==> config.mk <==
export PLATFORM = sky130hd
export DESIGN_NAME = module_control_pins
export DESIGN_NICKNAME = d
export VERILOG_FILES = /design/src/rtl/module_pins_pkg.sv /design/src/rtl/mgmt_if.sv /design/src/rtl/mdio_frame_engine.sv /design/src/rtl/module_control_pins.sv
export VERILOG_INCLUDE_DIRS = /design/src /design/src/rtl
export SDC_FILE = /design/constraint.sdc
export NUM_CORES = 1
export LEC_CHECK = 0
export ABC_AREA = 1
export ABC_CLOCK_PERIOD_IN_PS = 2300
export BUFFER_PORTS_ARGS = -buffer_cell sky130_fd_sc_hd__buf_4
export CORE_AREA = 2 2 137 139
export CTS_BUF_LIST = sky130_fd_sc_hd__clkbuf_16
export DETAILED_ROUTE_END_ITERATION = 8
export DIE_AREA = 0 0 139 141
export PLACE_DENSITY = 0.67
export SYNTH_ARGS = -nofsm -noshare
export SYNTH_HDL_FRONTEND = slang
export SYNTH_SLANG_ARGS = --single-unit
export TNS_END_PERCENT = 5
==> constraint.sdc <==
create_clock -name aclk -period 2.3 [get_ports aclk]
set_input_delay 0.345 -clock aclk [delete_from_list [all_inputs] [get_ports aclk]]
set_output_delay 0.345 -clock aclk [all_outputs]
set_load 0.02 [all_outputs]
==> src/rtl/module_pins_regs.svh <==
// register offsets, field positions, reset values and counts of the module pin block
// assumes inclusion by bare name from the package-importing design files
`ifndef MODULE_PINS_REGS_SVH
`define MODULE_PINS_REGS_SVH
`define OFF_CTRL 8'h00
`define OFF_STATUS 8'h04
`define OFF_ALARM 8'h08
`define OFF_MASK 8'h0C
`define CTRL_WIDTH 5
`define CTRL_RESET 5'h00
`define CTRL_BIT_CONTROL_MODE 0
`define CTRL_BIT_ALARM_MODE 1
`define CTRL_BIT_ALARM_ONE 2
`define CTRL_BIT_SW_TX_OFF 3
`define CTRL_BIT_SW_LOW_POWER 4
`define ST_BIT_TX_PIN 0
`define ST_BIT_POWER_PIN 1
`define ST_BIT_INIT_DONE 2
`define ST_BIT_SIGNAL_LOW 3
`define ST_BIT_TX_OFF 4
`define ST_BIT_LOW_POWER 5
`define ST_BIT_ALARM_LINE 6
`define ST_PORT_LSB 8
`define ALM_WIDTH 3
`define ALM_RESET 3'h0
`define ALM_BIT_SIGNAL_LOST 0
`define ALM_BIT_CONTROL_EDGE 1
`define ALM_BIT_POWER_CHANGE 2
`define SYNC_WIDTH 8
`define SYNC_RESET 8'hC3
`define SYN_TX 0
`define SYN_POWER 1
`define SYN_RESET 2
`define SYN_SIGNAL 3
`define SYN_PORT_LSB 4
`define SYN_ALARM_LINE 7
`define CLK_PERIOD_NS 4
`define INIT_TIME_NS 64
`define INIT_CYCLES ((`INIT_TIME_NS + `CLK_PERIOD_NS - 1) / `CLK_PERIOD_NS)
`define INIT_CNT_WIDTH 5
`define RESP_OKAY 2'h0
`define RESP_SLVERR 2'h2
`define MDIO_PRE_BITS 6'h20
`define MDIO_HDR_LAST 6'h0D
`define MDIO_DATA_LAST 6'h0F
`define MDIO_START 2'h0
`define MDIO_PRTAD_HIGH 2'h0
`define MDIO_DEVAD 5'h01
`define MDIO_OP_ADDRESS 2'h0
`define MDIO_OP_WRITE 2'h1
`define MDIO_OP_READ 2'h3
`define MDIO_OP_READ_INC 2'h2
`endif

==> src/rtl/module_pins_pkg.sv <==
// types shared by the module pin block and its management frame engine
// assumes nothing of its surroundings
package module_pins_pkg;
  typedef enum logic [1:0] {
    MDIO_PREAMBLE = 2'b00,
    MDIO_HEADER = 2'b01,
    MDIO_TURN = 2'b10,
    MDIO_DATA = 2'b11
  } mdio_state_type;
endpackage : module_pins_pkg

==> src/rtl/mgmt_if.sv <==
// register access path from the management frame engine to the register file
// assumes both ends run on aclk
`timescale 1ns/10ps
interface mgmt_if;
  logic enable;
  logic [2:0] port_addr;
  logic wr;
  logic [15:0] addr;
  logic [15:0] wdata;
  logic [15:0] rdata;
  modport engine (input enable, input port_addr, input rdata,
                  output wr, output addr, output wdata);
  modport regs (output enable, output port_addr, output rdata, input wr, input addr, input wdata);
endinterface : mgmt_if

==> src/rtl/mdio_frame_engine.sv <==
// management frame engine: serial frames on the management data line, sampled on clock rises
// assumes mdc and mdio arrive asynchronously and mdc is far slower than aclk
`timescale 1ns/10ps
`include "module_pins_regs.svh"
module mdio_frame_engine
  import module_pins_pkg::*;
(
  // clock and reset
  input wire logic aclk,
  input wire logic rst_n,
  // management pins
  input wire logic mdc_in,
  input wire logic mdio_in,
  output logic mdio_out,
  output logic mdio_oe,
  // register path
  mgmt_if.engine m
);
  logic mdc_s1_r, mdc_s2_r, mdc_s3_r, dat_s1_r, dat_s2_r;
  mdio_state_type state_r;
  logic [5:0] cnt_r;
  logic [12:0] hdr_r;
  logic [15:0] shift_r;
  logic [15:0] addr_r;
  logic [1:0] op_r;
  logic hit_r, wr_r;
  logic rise;
  logic [13:0] hdr;
  logic [15:0] wdata_r;

  always_ff @(posedge aclk) begin
    if (!rst_n) begin
      {mdc_s1_r, mdc_s2_r, mdc_s3_r, dat_s1_r, dat_s2_r} <= 5'h00;
    end else begin
      {mdc_s1_r, mdc_s2_r, mdc_s3_r} <= {mdc_in, mdc_s1_r, mdc_s2_r};
      {dat_s1_r, dat_s2_r} <= {mdio_in, dat_s1_r};
    end
  end

  assign rise = mdc_s2_r & ~mdc_s3_r;
  assign hdr = {hdr_r, dat_s2_r};

  always_ff @(posedge aclk) begin
    if (!rst_n) begin
      state_r <= MDIO_PREAMBLE;
      cnt_r <= 6'h00;
      hdr_r <= 13'h0000;
      shift_r <= 16'h0000;
      addr_r <= 16'h0000;
      op_r <= `MDIO_OP_ADDRESS;
      hit_r <= 1'b0;
      wr_r <= 1'b0;
      wdata_r <= 16'h0000;
      mdio_out <= 1'b1;
      mdio_oe <= 1'b0;
    end else begin
      wr_r <= 1'b0;
      if (rise) begin
        case (state_r)
          MDIO_PREAMBLE: begin
            if (dat_s2_r) begin
              if (cnt_r != `MDIO_PRE_BITS) cnt_r <= cnt_r + 6'h01;
            end else if (cnt_r == `MDIO_PRE_BITS) begin
              state_r <= MDIO_HEADER;
              cnt_r <= 6'h01;
              hdr_r <= 13'h0000;
            end else begin
              cnt_r <= 6'h00;
            end
          end
          MDIO_HEADER: begin
            hdr_r <= hdr[12:0];
            cnt_r <= cnt_r + 6'h01;
            if (cnt_r == `MDIO_HDR_LAST) begin
              state_r <= MDIO_TURN;
              cnt_r <= 6'h00;
              op_r <= hdr[11:10];
              // only frames for this port and device are answered
              hit_r <= m.enable && hdr[13:12] == `MDIO_START &&
                       hdr[9:5] == {`MDIO_PRTAD_HIGH, m.port_addr} && hdr[4:0] == `MDIO_DEVAD;
              shift_r <= m.rdata;
            end
          end
          MDIO_TURN: begin
            cnt_r <= cnt_r + 6'h01;
            if (hit_r && op_r[1]) begin
              // read: drive zero in the second turnaround bit, then data
              mdio_oe <= 1'b1;
              mdio_out <= (cnt_r == 6'h00) ? 1'b0 : shift_r[15];
              if (cnt_r != 6'h00) shift_r <= {shift_r[14:0], 1'b0};
            end
            if (cnt_r != 6'h00) begin
              state_r <= MDIO_DATA;
              cnt_r <= 6'h00;
            end
          end
          MDIO_DATA: begin
            cnt_r <= cnt_r + 6'h01;
            if (cnt_r == `MDIO_DATA_LAST) begin
              state_r <= MDIO_PREAMBLE;
              cnt_r <= 6'h00;
              mdio_oe <= 1'b0;
              mdio_out <= 1'b1;
              if (hit_r && op_r == `MDIO_OP_ADDRESS) addr_r <= {shift_r[14:0], dat_s2_r};
              if (hit_r && op_r == `MDIO_OP_READ_INC) addr_r <= addr_r + 16'h0001;
              if (hit_r && op_r == `MDIO_OP_WRITE) begin
                wr_r <= 1'b1;
                wdata_r <= {shift_r[14:0], dat_s2_r};
              end
              hit_r <= 1'b0;
            end else if (hit_r && op_r[1]) begin
              mdio_out <= shift_r[15];
              shift_r <= {shift_r[14:0], 1'b0};
            end else begin
              shift_r <= {shift_r[14:0], dat_s2_r};
            end
          end
          default: state_r <= MDIO_PREAMBLE;
        endcase
      end
    end
  end

  assign m.wr = wr_r;
  assign m.addr = addr_r;
  assign m.wdata = wdata_r;
endmodule : mdio_frame_engine

==> src/rtl/module_control_pins.sv <==
// control and alarm pin logic of a pluggable optical module, AXI4-Lite register slave
// assumes host-side pins are asynchronous to aclk; bus master on aclk
// Functional notes
// - transmit disable pin high or open turns all lanes off; low turns them on
// - after reset the transmit disable pin may serve as programmable control one
// - signal-lost output high when received optical signal is low, else low
// - after reset signal-lost output may serve as programmable alarm one
// - open-drain global alarm pulled low while any alarm bit holds; host pulls up
// - low-power pin high or open keeps safe low-power mode; low allows full power
// - module reset pin low holds the module in reset; pull-down fitted inside
// - presence output tied low; host pull-up reads high when module absent
// - three port address pins from the host set the management port address
// - serial management interface with host clock and shared bidirectional data line
// - alarm, control and monitoring reach pins and management bus after initialization
`timescale 1ns/10ps
`include "module_pins_regs.svh"
module module_control_pins
  import module_pins_pkg::*;
(
  // clock and reset
  input wire logic aclk,
  input wire logic aresetn,
  // AXI4-Lite write
  input wire logic [31:0] awaddr,
  input wire logic awvalid,
  output logic awready,
  input wire logic [31:0] wdata,
  input wire logic [3:0] wstrb,
  input wire logic wvalid,
  output logic wready,
  output logic [1:0] bresp,
  output logic bvalid,
  input wire logic bready,
  // AXI4-Lite read
  input wire logic [31:0] araddr,
  input wire logic arvalid,
  output logic arready,
  output logic [31:0] rdata,
  output logic [1:0] rresp,
  output logic rvalid,
  input wire logic rready,
  // host control pins
  input wire logic transmit_disable_in,
  input wire logic low_power_select_in,
  input wire logic module_reset_in_n,
  input wire logic port_addr_bit0,
  input wire logic port_addr_bit1,
  input wire logic port_addr_bit2,
  // optics side
  input wire logic receive_signal_low_in,
  output logic [3:0] lane_tx_disable,
  output logic low_power_mode_out,
  // host status pins
  output logic receive_signal_lost_out,
  output logic programmable_control_one,
  input wire logic global_alarm_in_n,
  output logic global_alarm_out_n,
  output logic global_alarm_oe,
  output logic presence_out,
  // management pins
  input wire logic mdc_in,
  input wire logic mdio_in,
  output logic mdio_out,
  output logic mdio_oe,
  // interrupt
  output logic irq
);
  localparam int INIT_WAIT = `INIT_CYCLES;
  logic [`SYNC_WIDTH-1:0] in_s1_r, in_s2_r;
  logic tx_pin_d_r, power_pin_d_r, signal_d_r;
  logic core_rst_n;
  logic [`INIT_CNT_WIDTH-1:0] init_cnt_r;
  logic init_done_r;
  logic [`CTRL_WIDTH-1:0] ctrl_r;
  logic [`ALM_WIDTH-1:0] alarm_r, mask_r, alarm_set, alarm_clr;
  logic control_mode, alarm_mode, tx_off_nxt, low_power_nxt;
  logic [31:0] status_value;
  logic [31:0] aw_addr_r, w_data_r;
  logic [3:0] w_strb_r;
  logic aw_full_r, w_full_r, axi_wr;
  logic [7:0] wr_off, mdio_off;
  logic mdio_in_map;
  mgmt_if m ();

  // two-flop synchronisers for every asynchronous pin except mdc_in and mdio_in, which the frame engine synchronises
  always_ff @(posedge aclk) begin
    if (!aresetn) begin
      in_s1_r <= `SYNC_RESET;
      in_s2_r <= `SYNC_RESET;
    end else begin
      in_s1_r <= {global_alarm_in_n, port_addr_bit2, port_addr_bit1, port_addr_bit0,
                  receive_signal_low_in, module_reset_in_n, low_power_select_in,
                  transmit_disable_in};
      in_s2_r <= in_s1_r;
    end
  end

  assign core_rst_n = aresetn & in_s2_r[`SYN_RESET];

  // initialization wait after every module reset
  always_ff @(posedge aclk) begin
    if (!core_rst_n) begin
      init_cnt_r <= '0;
      init_done_r <= 1'b0;
    end else if (!init_done_r) begin
      if (init_cnt_r == `INIT_CNT_WIDTH'(INIT_WAIT - 1)) init_done_r <= 1'b1;
      else init_cnt_r <= init_cnt_r + `INIT_CNT_WIDTH'(1);
    end
  end

  assign control_mode = init_done_r & ctrl_r[`CTRL_BIT_CONTROL_MODE];
  assign alarm_mode = init_done_r & ctrl_r[`CTRL_BIT_ALARM_MODE];
  assign tx_off_nxt = !init_done_r | ctrl_r[`CTRL_BIT_SW_TX_OFF] |
                      (!control_mode & in_s2_r[`SYN_TX]);
  assign low_power_nxt = !init_done_r | ctrl_r[`CTRL_BIT_SW_LOW_POWER] |
                         in_s2_r[`SYN_POWER];

  // pin outputs
  always_ff @(posedge aclk) begin
    if (!core_rst_n) begin
      lane_tx_disable <= 4'hF;
      low_power_mode_out <= 1'b1;
      receive_signal_lost_out <= 1'b0;
      programmable_control_one <= 1'b0;
    end else begin
      lane_tx_disable <= {4{tx_off_nxt}};
      low_power_mode_out <= low_power_nxt;
      receive_signal_lost_out <= alarm_mode ? ctrl_r[`CTRL_BIT_ALARM_ONE]
                                            : in_s2_r[`SYN_SIGNAL];
      programmable_control_one <= control_mode & in_s2_r[`SYN_TX];
    end
  end

  assign presence_out = 1'b0;
  assign global_alarm_out_n = 1'b0;

  // edge detectors for alarm events
  always_ff @(posedge aclk) begin
    if (!core_rst_n) begin
      tx_pin_d_r <= 1'b1;
      power_pin_d_r <= 1'b1;
      signal_d_r <= 1'b0;
    end else begin
      tx_pin_d_r <= in_s2_r[`SYN_TX];
      power_pin_d_r <= in_s2_r[`SYN_POWER];
      signal_d_r <= in_s2_r[`SYN_SIGNAL];
    end
  end

  always_comb begin
    alarm_set = '0;
    alarm_set[`ALM_BIT_SIGNAL_LOST] = in_s2_r[`SYN_SIGNAL] & !signal_d_r;
    alarm_set[`ALM_BIT_CONTROL_EDGE] = control_mode & (in_s2_r[`SYN_TX] != tx_pin_d_r);
    alarm_set[`ALM_BIT_POWER_CHANGE] = in_s2_r[`SYN_POWER] != power_pin_d_r;
    if (!init_done_r) alarm_set = '0;
  end

  // register writes from both the bus and the management frames
  assign axi_wr = aw_full_r & w_full_r & !bvalid;
  assign wr_off = {aw_addr_r[7:2], 2'b00};
  assign mdio_in_map = m.addr[15:6] == 10'h000;
  assign mdio_off = {m.addr[5:0], 2'b00};

  always_comb begin
    alarm_clr = '0;
    if (axi_wr && wr_off == `OFF_ALARM && aw_addr_r[31:8] == 24'h000000 && w_strb_r[0])
      alarm_clr = alarm_clr | w_data_r[`ALM_WIDTH-1:0];
    if (m.wr && mdio_in_map && mdio_off == `OFF_ALARM)
      alarm_clr = alarm_clr | m.wdata[`ALM_WIDTH-1:0];
  end

  always_ff @(posedge aclk) begin
    if (!core_rst_n) begin
      alarm_r <= `ALM_RESET;
    end else begin
      alarm_r <= (alarm_r & ~alarm_clr) | alarm_set;
    end
  end

  always_ff @(posedge aclk) begin
    if (!core_rst_n) begin
      ctrl_r <= `CTRL_RESET;
      mask_r <= `ALM_RESET;
    end else if (axi_wr && aw_addr_r[31:8] == 24'h000000 && w_strb_r[0]) begin
      if (wr_off == `OFF_CTRL) ctrl_r <= w_data_r[`CTRL_WIDTH-1:0];
      if (wr_off == `OFF_MASK) mask_r <= w_data_r[`ALM_WIDTH-1:0];
    end else if (m.wr && mdio_in_map) begin
      if (mdio_off == `OFF_CTRL) ctrl_r <= m.wdata[`CTRL_WIDTH-1:0];
      if (mdio_off == `OFF_MASK) mask_r <= m.wdata[`ALM_WIDTH-1:0];
    end
  end

  always_ff @(posedge aclk) begin
    if (!core_rst_n) begin
      global_alarm_oe <= 1'b0;
      irq <= 1'b0;
    end else begin
      global_alarm_oe <= |alarm_r;
      irq <= |(alarm_r & mask_r);
    end
  end

  always_comb begin
    status_value = 32'h0000_0000;
    status_value[`ST_BIT_TX_PIN] = in_s2_r[`SYN_TX];
    status_value[`ST_BIT_POWER_PIN] = in_s2_r[`SYN_POWER];
    status_value[`ST_BIT_INIT_DONE] = init_done_r;
    status_value[`ST_BIT_SIGNAL_LOW] = in_s2_r[`SYN_SIGNAL];
    status_value[`ST_BIT_TX_OFF] = lane_tx_disable[0];
    status_value[`ST_BIT_LOW_POWER] = low_power_mode_out;
    status_value[`ST_BIT_ALARM_LINE] = in_s2_r[`SYN_ALARM_LINE];
    status_value[`ST_PORT_LSB +: 3] = in_s2_r[`SYN_PORT_LSB +: 3];
  end

  function automatic logic [31:0] reg_value(input logic [7:0] off);
    reg_value = 32'h0000_0000;
    case (off)
      `OFF_CTRL: reg_value[`CTRL_WIDTH-1:0] = ctrl_r;
      `OFF_STATUS: reg_value = status_value;
      `OFF_ALARM: reg_value[`ALM_WIDTH-1:0] = alarm_r;
      `OFF_MASK: reg_value[`ALM_WIDTH-1:0] = mask_r;
      default: reg_value = 32'h0000_0000;
    endcase
  endfunction : reg_value

  function automatic logic mapped(input logic [31:0] a);
    mapped = a[31:8] == 24'h000000 && a[7:4] == 4'h0;
  endfunction : mapped

  // AXI4-Lite write channel: address and data taken in either order
  assign awready = !aw_full_r & !bvalid;
  assign wready = !w_full_r & !bvalid;

  always_ff @(posedge aclk) begin
    if (!aresetn) begin
      aw_full_r <= 1'b0;
      w_full_r <= 1'b0;
      aw_addr_r <= 32'h0000_0000;
      w_data_r <= 32'h0000_0000;
      w_strb_r <= 4'h0;
      bvalid <= 1'b0;
      bresp <= `RESP_OKAY;
    end else begin
      if (awvalid && awready) begin
        aw_full_r <= 1'b1;
        aw_addr_r <= awaddr;
      end
      if (wvalid && wready) begin
        w_full_r <= 1'b1;
        w_data_r <= wdata;
        w_strb_r <= wstrb;
      end
      if (axi_wr) begin
        aw_full_r <= 1'b0;
        w_full_r <= 1'b0;
        bvalid <= 1'b1;
        bresp <= mapped(aw_addr_r) ? `RESP_OKAY : `RESP_SLVERR;
      end else if (bvalid && bready) begin
        bvalid <= 1'b0;
      end
    end
  end

  // AXI4-Lite read channel
  assign arready = !rvalid;

  always_ff @(posedge aclk) begin
    if (!aresetn) begin
      rvalid <= 1'b0;
      rdata <= 32'h0000_0000;
      rresp <= `RESP_OKAY;
    end else if (arvalid && arready) begin
      rvalid <= 1'b1;
      rdata <= mapped(araddr) ? reg_value({araddr[7:2], 2'b00}) : 32'h0000_0000;
      rresp <= mapped(araddr) ? `RESP_OKAY : `RESP_SLVERR;
    end else if (rvalid && rready) begin
      rvalid <= 1'b0;
    end
  end

  // management path
  always_ff @(posedge aclk) begin
    if (!core_rst_n) begin
      m.rdata <= 16'h0000;
    end else begin
      m.rdata <= mdio_in_map ? 16'(reg_value(mdio_off)) : 16'h0000;
    end
  end

  assign m.enable = init_done_r;
  assign m.port_addr = in_s2_r[`SYN_PORT_LSB +: 3];

  mdio_frame_engine u_engine (
    .aclk(aclk),
    .rst_n(core_rst_n),
    .mdc_in(mdc_in),
    .mdio_in(mdio_in),
    .mdio_out(mdio_out),
    .mdio_oe(mdio_oe),
    .m(m)
  );
endmodule : module_control_pins

### Word-level counts from Yosys, hierarchy flattened

Index checks and enable logic that the tools add are counted.

| word-level totals | value |
|---|---|
| bits in registers | 205 |
| bits of input ports | 117 |
| output and inout port bits | 54 |
| logic and storage cells | 236 |

| operators by class | value |
|---|---|
| $add $sub $neg | 3 |
| equality and inequality tests | 33 |
| multiplexer cells | 61 |
| bitwise gates (word level) | 25 |
| reduce and logical (&&, ||, !) cells | 70 |

Operator list:

| cell | number |
|---|---|
| $mux 16 | 6 |
| $logic_not 24->1 | 2 |
| $pmux 16 s3 | 1 |
| $eq 6x2->1 const B | 6 |
| $mux 6 | 6 |
| $mux 32 | 1 |
| $reduce_and 4->1 | 7 |
| $mux 13 | 2 |
| $pmux 13 s2 | 1 |
| $pmux 3 s4 | 2 |
| $pmux 6 s4 | 1 |
| $logic_and 1x1->1 | 21 |
| $mux 3 | 7 |
| $mux 5 | 4 |
| $reduce_bool 2->1 | 9 |
| $mux 1 | 17 |
| $add 16x1->16 const B | 1 |
| $logic_not 8->1 | 2 |
| $mux 2 | 7 |
| $ne 2x1->1 const B | 7 |
| $and 1x1->1 | 12 |
| $eq 6x1->1 const B | 2 |
| $eq 6x4->1 const B | 2 |
| $logic_not 6->1 | 2 |
| other kinds (32) | 64 |

### Logic depth before layout (Yosys ltp)

| depth | value |
|---|---|
| depth in word-level cells | 11 |
| mapped depth | 11 |
| gate-level depth less buffers | 11 |

### Hierarchy

Synthesis repeated with hierarchy kept, for this count alone.

| unflattened totals | value |
|---|---|
| cells, all modules | 1253 |
| area total of the unflattened synthesis | 8698.3 um2 |

By module, submodules not included:

| module | instances | cells an instance | area each (um2) | seq. area each (um2) |
|---|---|---|---|---|
| module_control_pins | 1 | 658 | 4717.0 | 2082.0 |
| mdio_frame_engine | 1 | 595 | 3981.3 | 1601.5 |

### Worst setup path before layout

No wires, ideal clock.

| timing | value |
|---|---|
| kind | reg2reg |
| from | register u_engine.state_r[0] |
| to | register u_engine.shift_r[15] |
| arrival | 1602 ps |
| slack | 586 ps |
| cell stages (with the launch flop) | 10 |
| buffers on the path | 2 |
| cells stage by stage | dfxtp_1 > ha_1 > clkbuf_1 > inv_2 > nor2_2 > nor3_4 > nand2_4 > buf_6 > o21ai_2 > nor2_1 |

| on the way | value |
|---|---|
| word-level cells in the longest chain between the ends | 3 |
| elaborated cells between the ends (all ways) | 10 |
| those cells by class | eq/ne: 7; mux: 1; reduce/logical: 2 |

RTL lines:

| item | line | text |
|---|---|---|
| from (decl) | mdio_frame_engine.sv:20 | `mdio_state_type state_r;` |
| from (signal assigned) | mdio_frame_engine.sv:45 | `state_r <= MDIO_PREAMBLE;` |
| from (signal assigned) | mdio_frame_engine.sv:64 | `state_r <= MDIO_HEADER;` |
| from (signal assigned) | mdio_frame_engine.sv:75 | `state_r <= MDIO_TURN;` |
| $eq 2x2->1 or $eq 2x1->1 (tied branches) | mdio_frame_engine.sv:59 | `case (state_r)` |
| $ne 2x2->1 (no source line) (tied with other cells) | - |  |
| $reduce_and 6->1 (no source line) | - |  |
| to (signal assigned) | mdio_frame_engine.sv:81 | `shift_r <= m.rdata;` |
| to (signal assigned) | mdio_frame_engine.sv:90 | `if (cnt_r != 6'h00) shift_r <= {shift_r[14:0], 1'b0};` |
| to (signal assigned) | mdio_frame_engine.sv:113 | `shift_r <= {shift_r[14:0], 1'b0};` |
| to (decl) | mdio_frame_engine.sv:23 | `logic [15:0] shift_r;` |

Parallel ways exist; a longest one is shown, timed or not.
A chain may end at the register's enable or synchronous reset.

### Final worst setup path

| timing | value |
|---|---|
| from | register u_engine.state_r[1] |
| to | register u_engine.hdr_r[5] |

| on the way | value |
|---|---|
| word-level cells in the longest chain between the ends | 3 |
| elaborated cells between the ends (all ways) | 7 |
| those cells by class | eq/ne: 3; mux: 1; reduce/logical: 3 |

RTL lines:

| item | line | text |
|---|---|---|
| $logic_not 2->1 or $eq 2x1->1 (tied branches) | mdio_frame_engine.sv:59 |  |
| $ne 2x2->1 (no source line) (tied with other cells) | - |  |
| $reduce_and 4->1 (no source line) | - |  |
| to (signal assigned) | mdio_frame_engine.sv:72 | `hdr_r <= hdr[12:0];` |
| to (decl) | mdio_frame_engine.sv:22 | `logic [12:0] hdr_r;` |

Parallel ways exist; a longest one is shown, timed or not.

==> run_results.csv <==
group,metric,value,unit
cells_and_area,finalNonFillerCells,1498,
timing,period_share,86.2,%
flow_run,max-cap-violations,0,
floorplanning,rows,50,
timing,fin_worst_skew,0.00988,ns
pwr,ir_worst_vdd,0.476,mV
pwr,total_power,6400,uW
cts,cts_tree,"built",
worst_setup_path,worstPathMaxFanout,17,
yosys,synth_edf_count,0,
timing,final_max_slew_viol_count,0,
global_routing,grt_util_met1,26.4,%
cts,cts_made_buffers,17,
worst_setup_path,slowest_delay,0.80,ns
timing,rsz0062_at_grt,"false",
floorplanning,die_w,139,um
cells_and_area,drive_above_1_share,15.7,%
timing,post-route-min-period,1.98,ns
worst_setup_path,path_cells,"inv_1 -> ha_1 -> o21ai_1 -> nand2_1 -> a21oi_1",
cts,cts-root-buf,"clkbuf_16",
drt,postRouteWirelength,19400,um
cts,htree_levels,4,
cells_and_area,diodes,0,
cts,ctsHoldBuffers,0,
cts,clockBufferDepth,2,
drt,ant_nets,0,
drt,firstDrtPassIters,5,
cells_and_area,area_delta_synth_final,18.9,%
worst_setup_path,ff2ff_path_depth,5,
floorplanning,dieArea,0.0196,sq mm
drt,routedWlPerCell,13.0,um
cts,clk_pin_slew_worst_paths,0.07,ns
drt,drtIter0Drc,484,
pwr,p_per_area,669,mW/mm^2
cts,clk_latency,0.43,ns
floorplanning,start_util,44.1,%
worst_setup_path,crit_path_start_kind,"flip-flop",
cells_and_area,finalNetCount,1381,
yosys,syn_inst,1147,
floorplanning,io_pins,171,
timing,hold_viol,0,
timing,timing.setup.tns,0,ns
worst_setup_path,crit_path_top_delay_cell,"o21ai_1",
cts,cts.sinks,173,
cells_and_area,utilization,52.4,%
timing,setup_viol,0,
global_routing,antenna_found_initial,0,
yosys,yosysWarningCount,0,
placed_design,hpwl,14400,um
yosys,synthDistinctLibCells,44,
pwr,total_leakage_power,0.00388,uW
worst_setup_path,worstSetupEndpointType,"flip-flop",
global_routing,grt-ovfl-total,0,
worst_setup_path,worst-r2r-setup-slack,0.32,ns
timing,relSlewSlack,39.0,%
worst_setup_path,worstReg2RegEnd,"u_engine.hdr_r[5]",
timing,worst_slack,0.318,ns
placed_design,port_buffers,110,
worst_setup_path,crit_start,"u_engine.state_r[1]",
worst_setup_path,required,2.66,ns
worst_setup_path,crit_type,"flip-flop to flip-flop",
global_routing,grt_max_degree,50,
floorplanning,core_area,0.0183,sq mm
global_routing,grt.busiest_layer,"met2",
placed_design,dp_cells,1466,
global_routing,use_met2,32.3,%
min_path,hp-class,"input pin to flip-flop",
yosys,synth_top_flop_cell,"dfxtp_1",
yosys,synth_seq_cells,173,
yosys,ys_seq_area_share,43.0,%
drt,num_vias,7358,
cts,cts.repair.resized,0,
global_routing,grt_pass1_wl,31900,um
timing,max_freq,505,MHz
cts,cts_setup_buffers,0,
status,outcome,"finished, final reports clean",
drt,viasPerCell,4.91,
min_path,holdPathStages,3,
floorplanning,die-height,141,um
worst_setup_path,endpoint,"u_engine.hdr_r[5]",
placed_design,gp_congestion,0.841,
worst_setup_path,crit_arrival,2.34,ns
global_routing,grt.total_usage,19.9,%
cells_and_area,mostFrequentLayoutCell,"nor2_1",
timing,worst_slew_pin_slew,0.909,ns
global_routing,met3_usage,5.13,%
cells_and_area,layout_common_cells,"nor2_1 (207), nand2_1 (194), dfxtp_1 (173)",
worst_setup_path,timing.rr.start,"u_engine.state_r[1]",
yosys,syn_area_per_cell,7.02,sq um
drt,drc,0,
global_routing,grt_pass1_vias,6635,
placed_design,dp_worst_setup_slack,0.334,ns
yosys,async_reset_ff_share,0,%
yosys,syn_area,0.00805,sq mm
[synthesized netlist by cell type (2+ instances only)]
library cell | count | share of area [%]
o32ai_1 | 3 | 0.33
nor4_1 | 4 | 0.31
o21a_1 | 3 | 0.28
or2_2 | 10 | 0.78
nand4_1 | 30 | 2.3
o21ai_1 | 2 | 0.12
inv_2 | 4 | 0.19
a21oi_2 | 10 | 1.1
a31oi_1 | 4 | 0.31
buf_2 | 7 | 0.44
xor2_1 | 4 | 0.44
buf_4 | 29 | 2.7
nand3_1 | 55 | 3.4
nor3_2 | 2 | 0.25
dfxtp_1 | 173 | 43
nor2_2 | 4 | 0.31
nor2_1 | 207 | 9.7
o21ai_0 | 82 | 5.1
a21oi_1 | 90 | 5.6
nand2_2 | 5 | 0.39
nor2_4 | 2 | 0.28
nor3_4 | 2 | 0.40
inv_1 | 140 | 6.5
xnor2_1 | 2 | 0.22
nor3_1 | 13 | 0.81
buf_1 | 5 | 0.23
nand2_1 | 194 | 9.0
o22ai_1 | 12 | 0.93
buf_6 | 2 | 0.28
clkbuf_1 | 21 | 0.98
ha_1 | 13 | 2.0
[cells by family (layout without fill, tap and decap cells)]
kind of cell / count (synthesis) / count (layout) / share of synthesized area [%]
compound gates: 212 / 212 / 14.4
xor+xnor: 6 / 6 / 0.653
fa+ha+maj: 13 / 13 / 2.02
buf+inv: 211 / 303 / 11.5
flops: 173 / 173 / 43.0
mux: 1 / 1 / 0.124
other cells: 1 / 26 / 0.0466
simple gates: 530 / 530 / 28.2
[report_power, final]
part           switching [uW]  internal [uW]
Combinational             279            200
Clock                    1350           1440
Sequential               48.8           3080
Total                    1670           4720
[layout make-up]
type / instances / area, sq um
timing repair buffer: 125 / 938
sequential: 173 / 3460
inverter: 146 / 551
fill: 1807 / 8700
clock buffer: 17 / 425
tap: 234 / 293
multi-input combinational: 788 / 3750
clock inverter: 15 / 146
[routing by layer]
metal,routed length [um],share of wire (%)
met1,9100,47
met2,8850,45
met3,1260,6.5
met4,235,1.2
met5,0,0
[through the flow]
step | hold WS, ns | cell area, sq um
2_1_floorplan | 0.390 | 8140
3_3_place_gp | 0.395 | 9000
3_5_place_dp | 0.397 | 9000
4_1_cts | 0.0727 | 9570
5_1_grt | 0.0824 | 9570
6_report | 0.0909 | 9570
[worst min-delay path by stage]
stage                              start          to  slack (ns)
after floorplan               in_s1_r[2]  in_s2_r[2]        0.39
after global placement        in_s1_r[2]  in_s2_r[2]        0.39
after detailed placement      in_s1_r[5]  in_s2_r[5]        0.40
after CTS                 port_addr_bit0  in_s1_r[4]        0.07
after global routing      port_addr_bit2  in_s1_r[6]        0.08
final                     port_addr_bit0  in_s1_r[4]        0.09
[sequential cells by signal, indices dropped and copies added (netlist names), 6 cells and up]
| name | flops |
|---|---|
| rdata | 10 |
| u_engine.m.addr | 16 |
| in_s1_r | 8 |
| u_engine.hdr_r | 13 |
| u_engine.shift_r | 16 |
| aw_addr_r | 30 |
| in_s2_r | 8 |
| m.rdata | 10 |
| u_engine.cnt_r | 6 |
[worst max-delay path, delay by kind of cell, from the launching register on]
kind                       cells  cell delay [ns]
DFF                            1             0.35
adders and majority gates      1             0.40
and+or+nand+nor                1             0.13
AOI/OAI and AO/OA              2             0.95
buffers and inverters          1             0.08
Power figures use the tool's default switching activity.
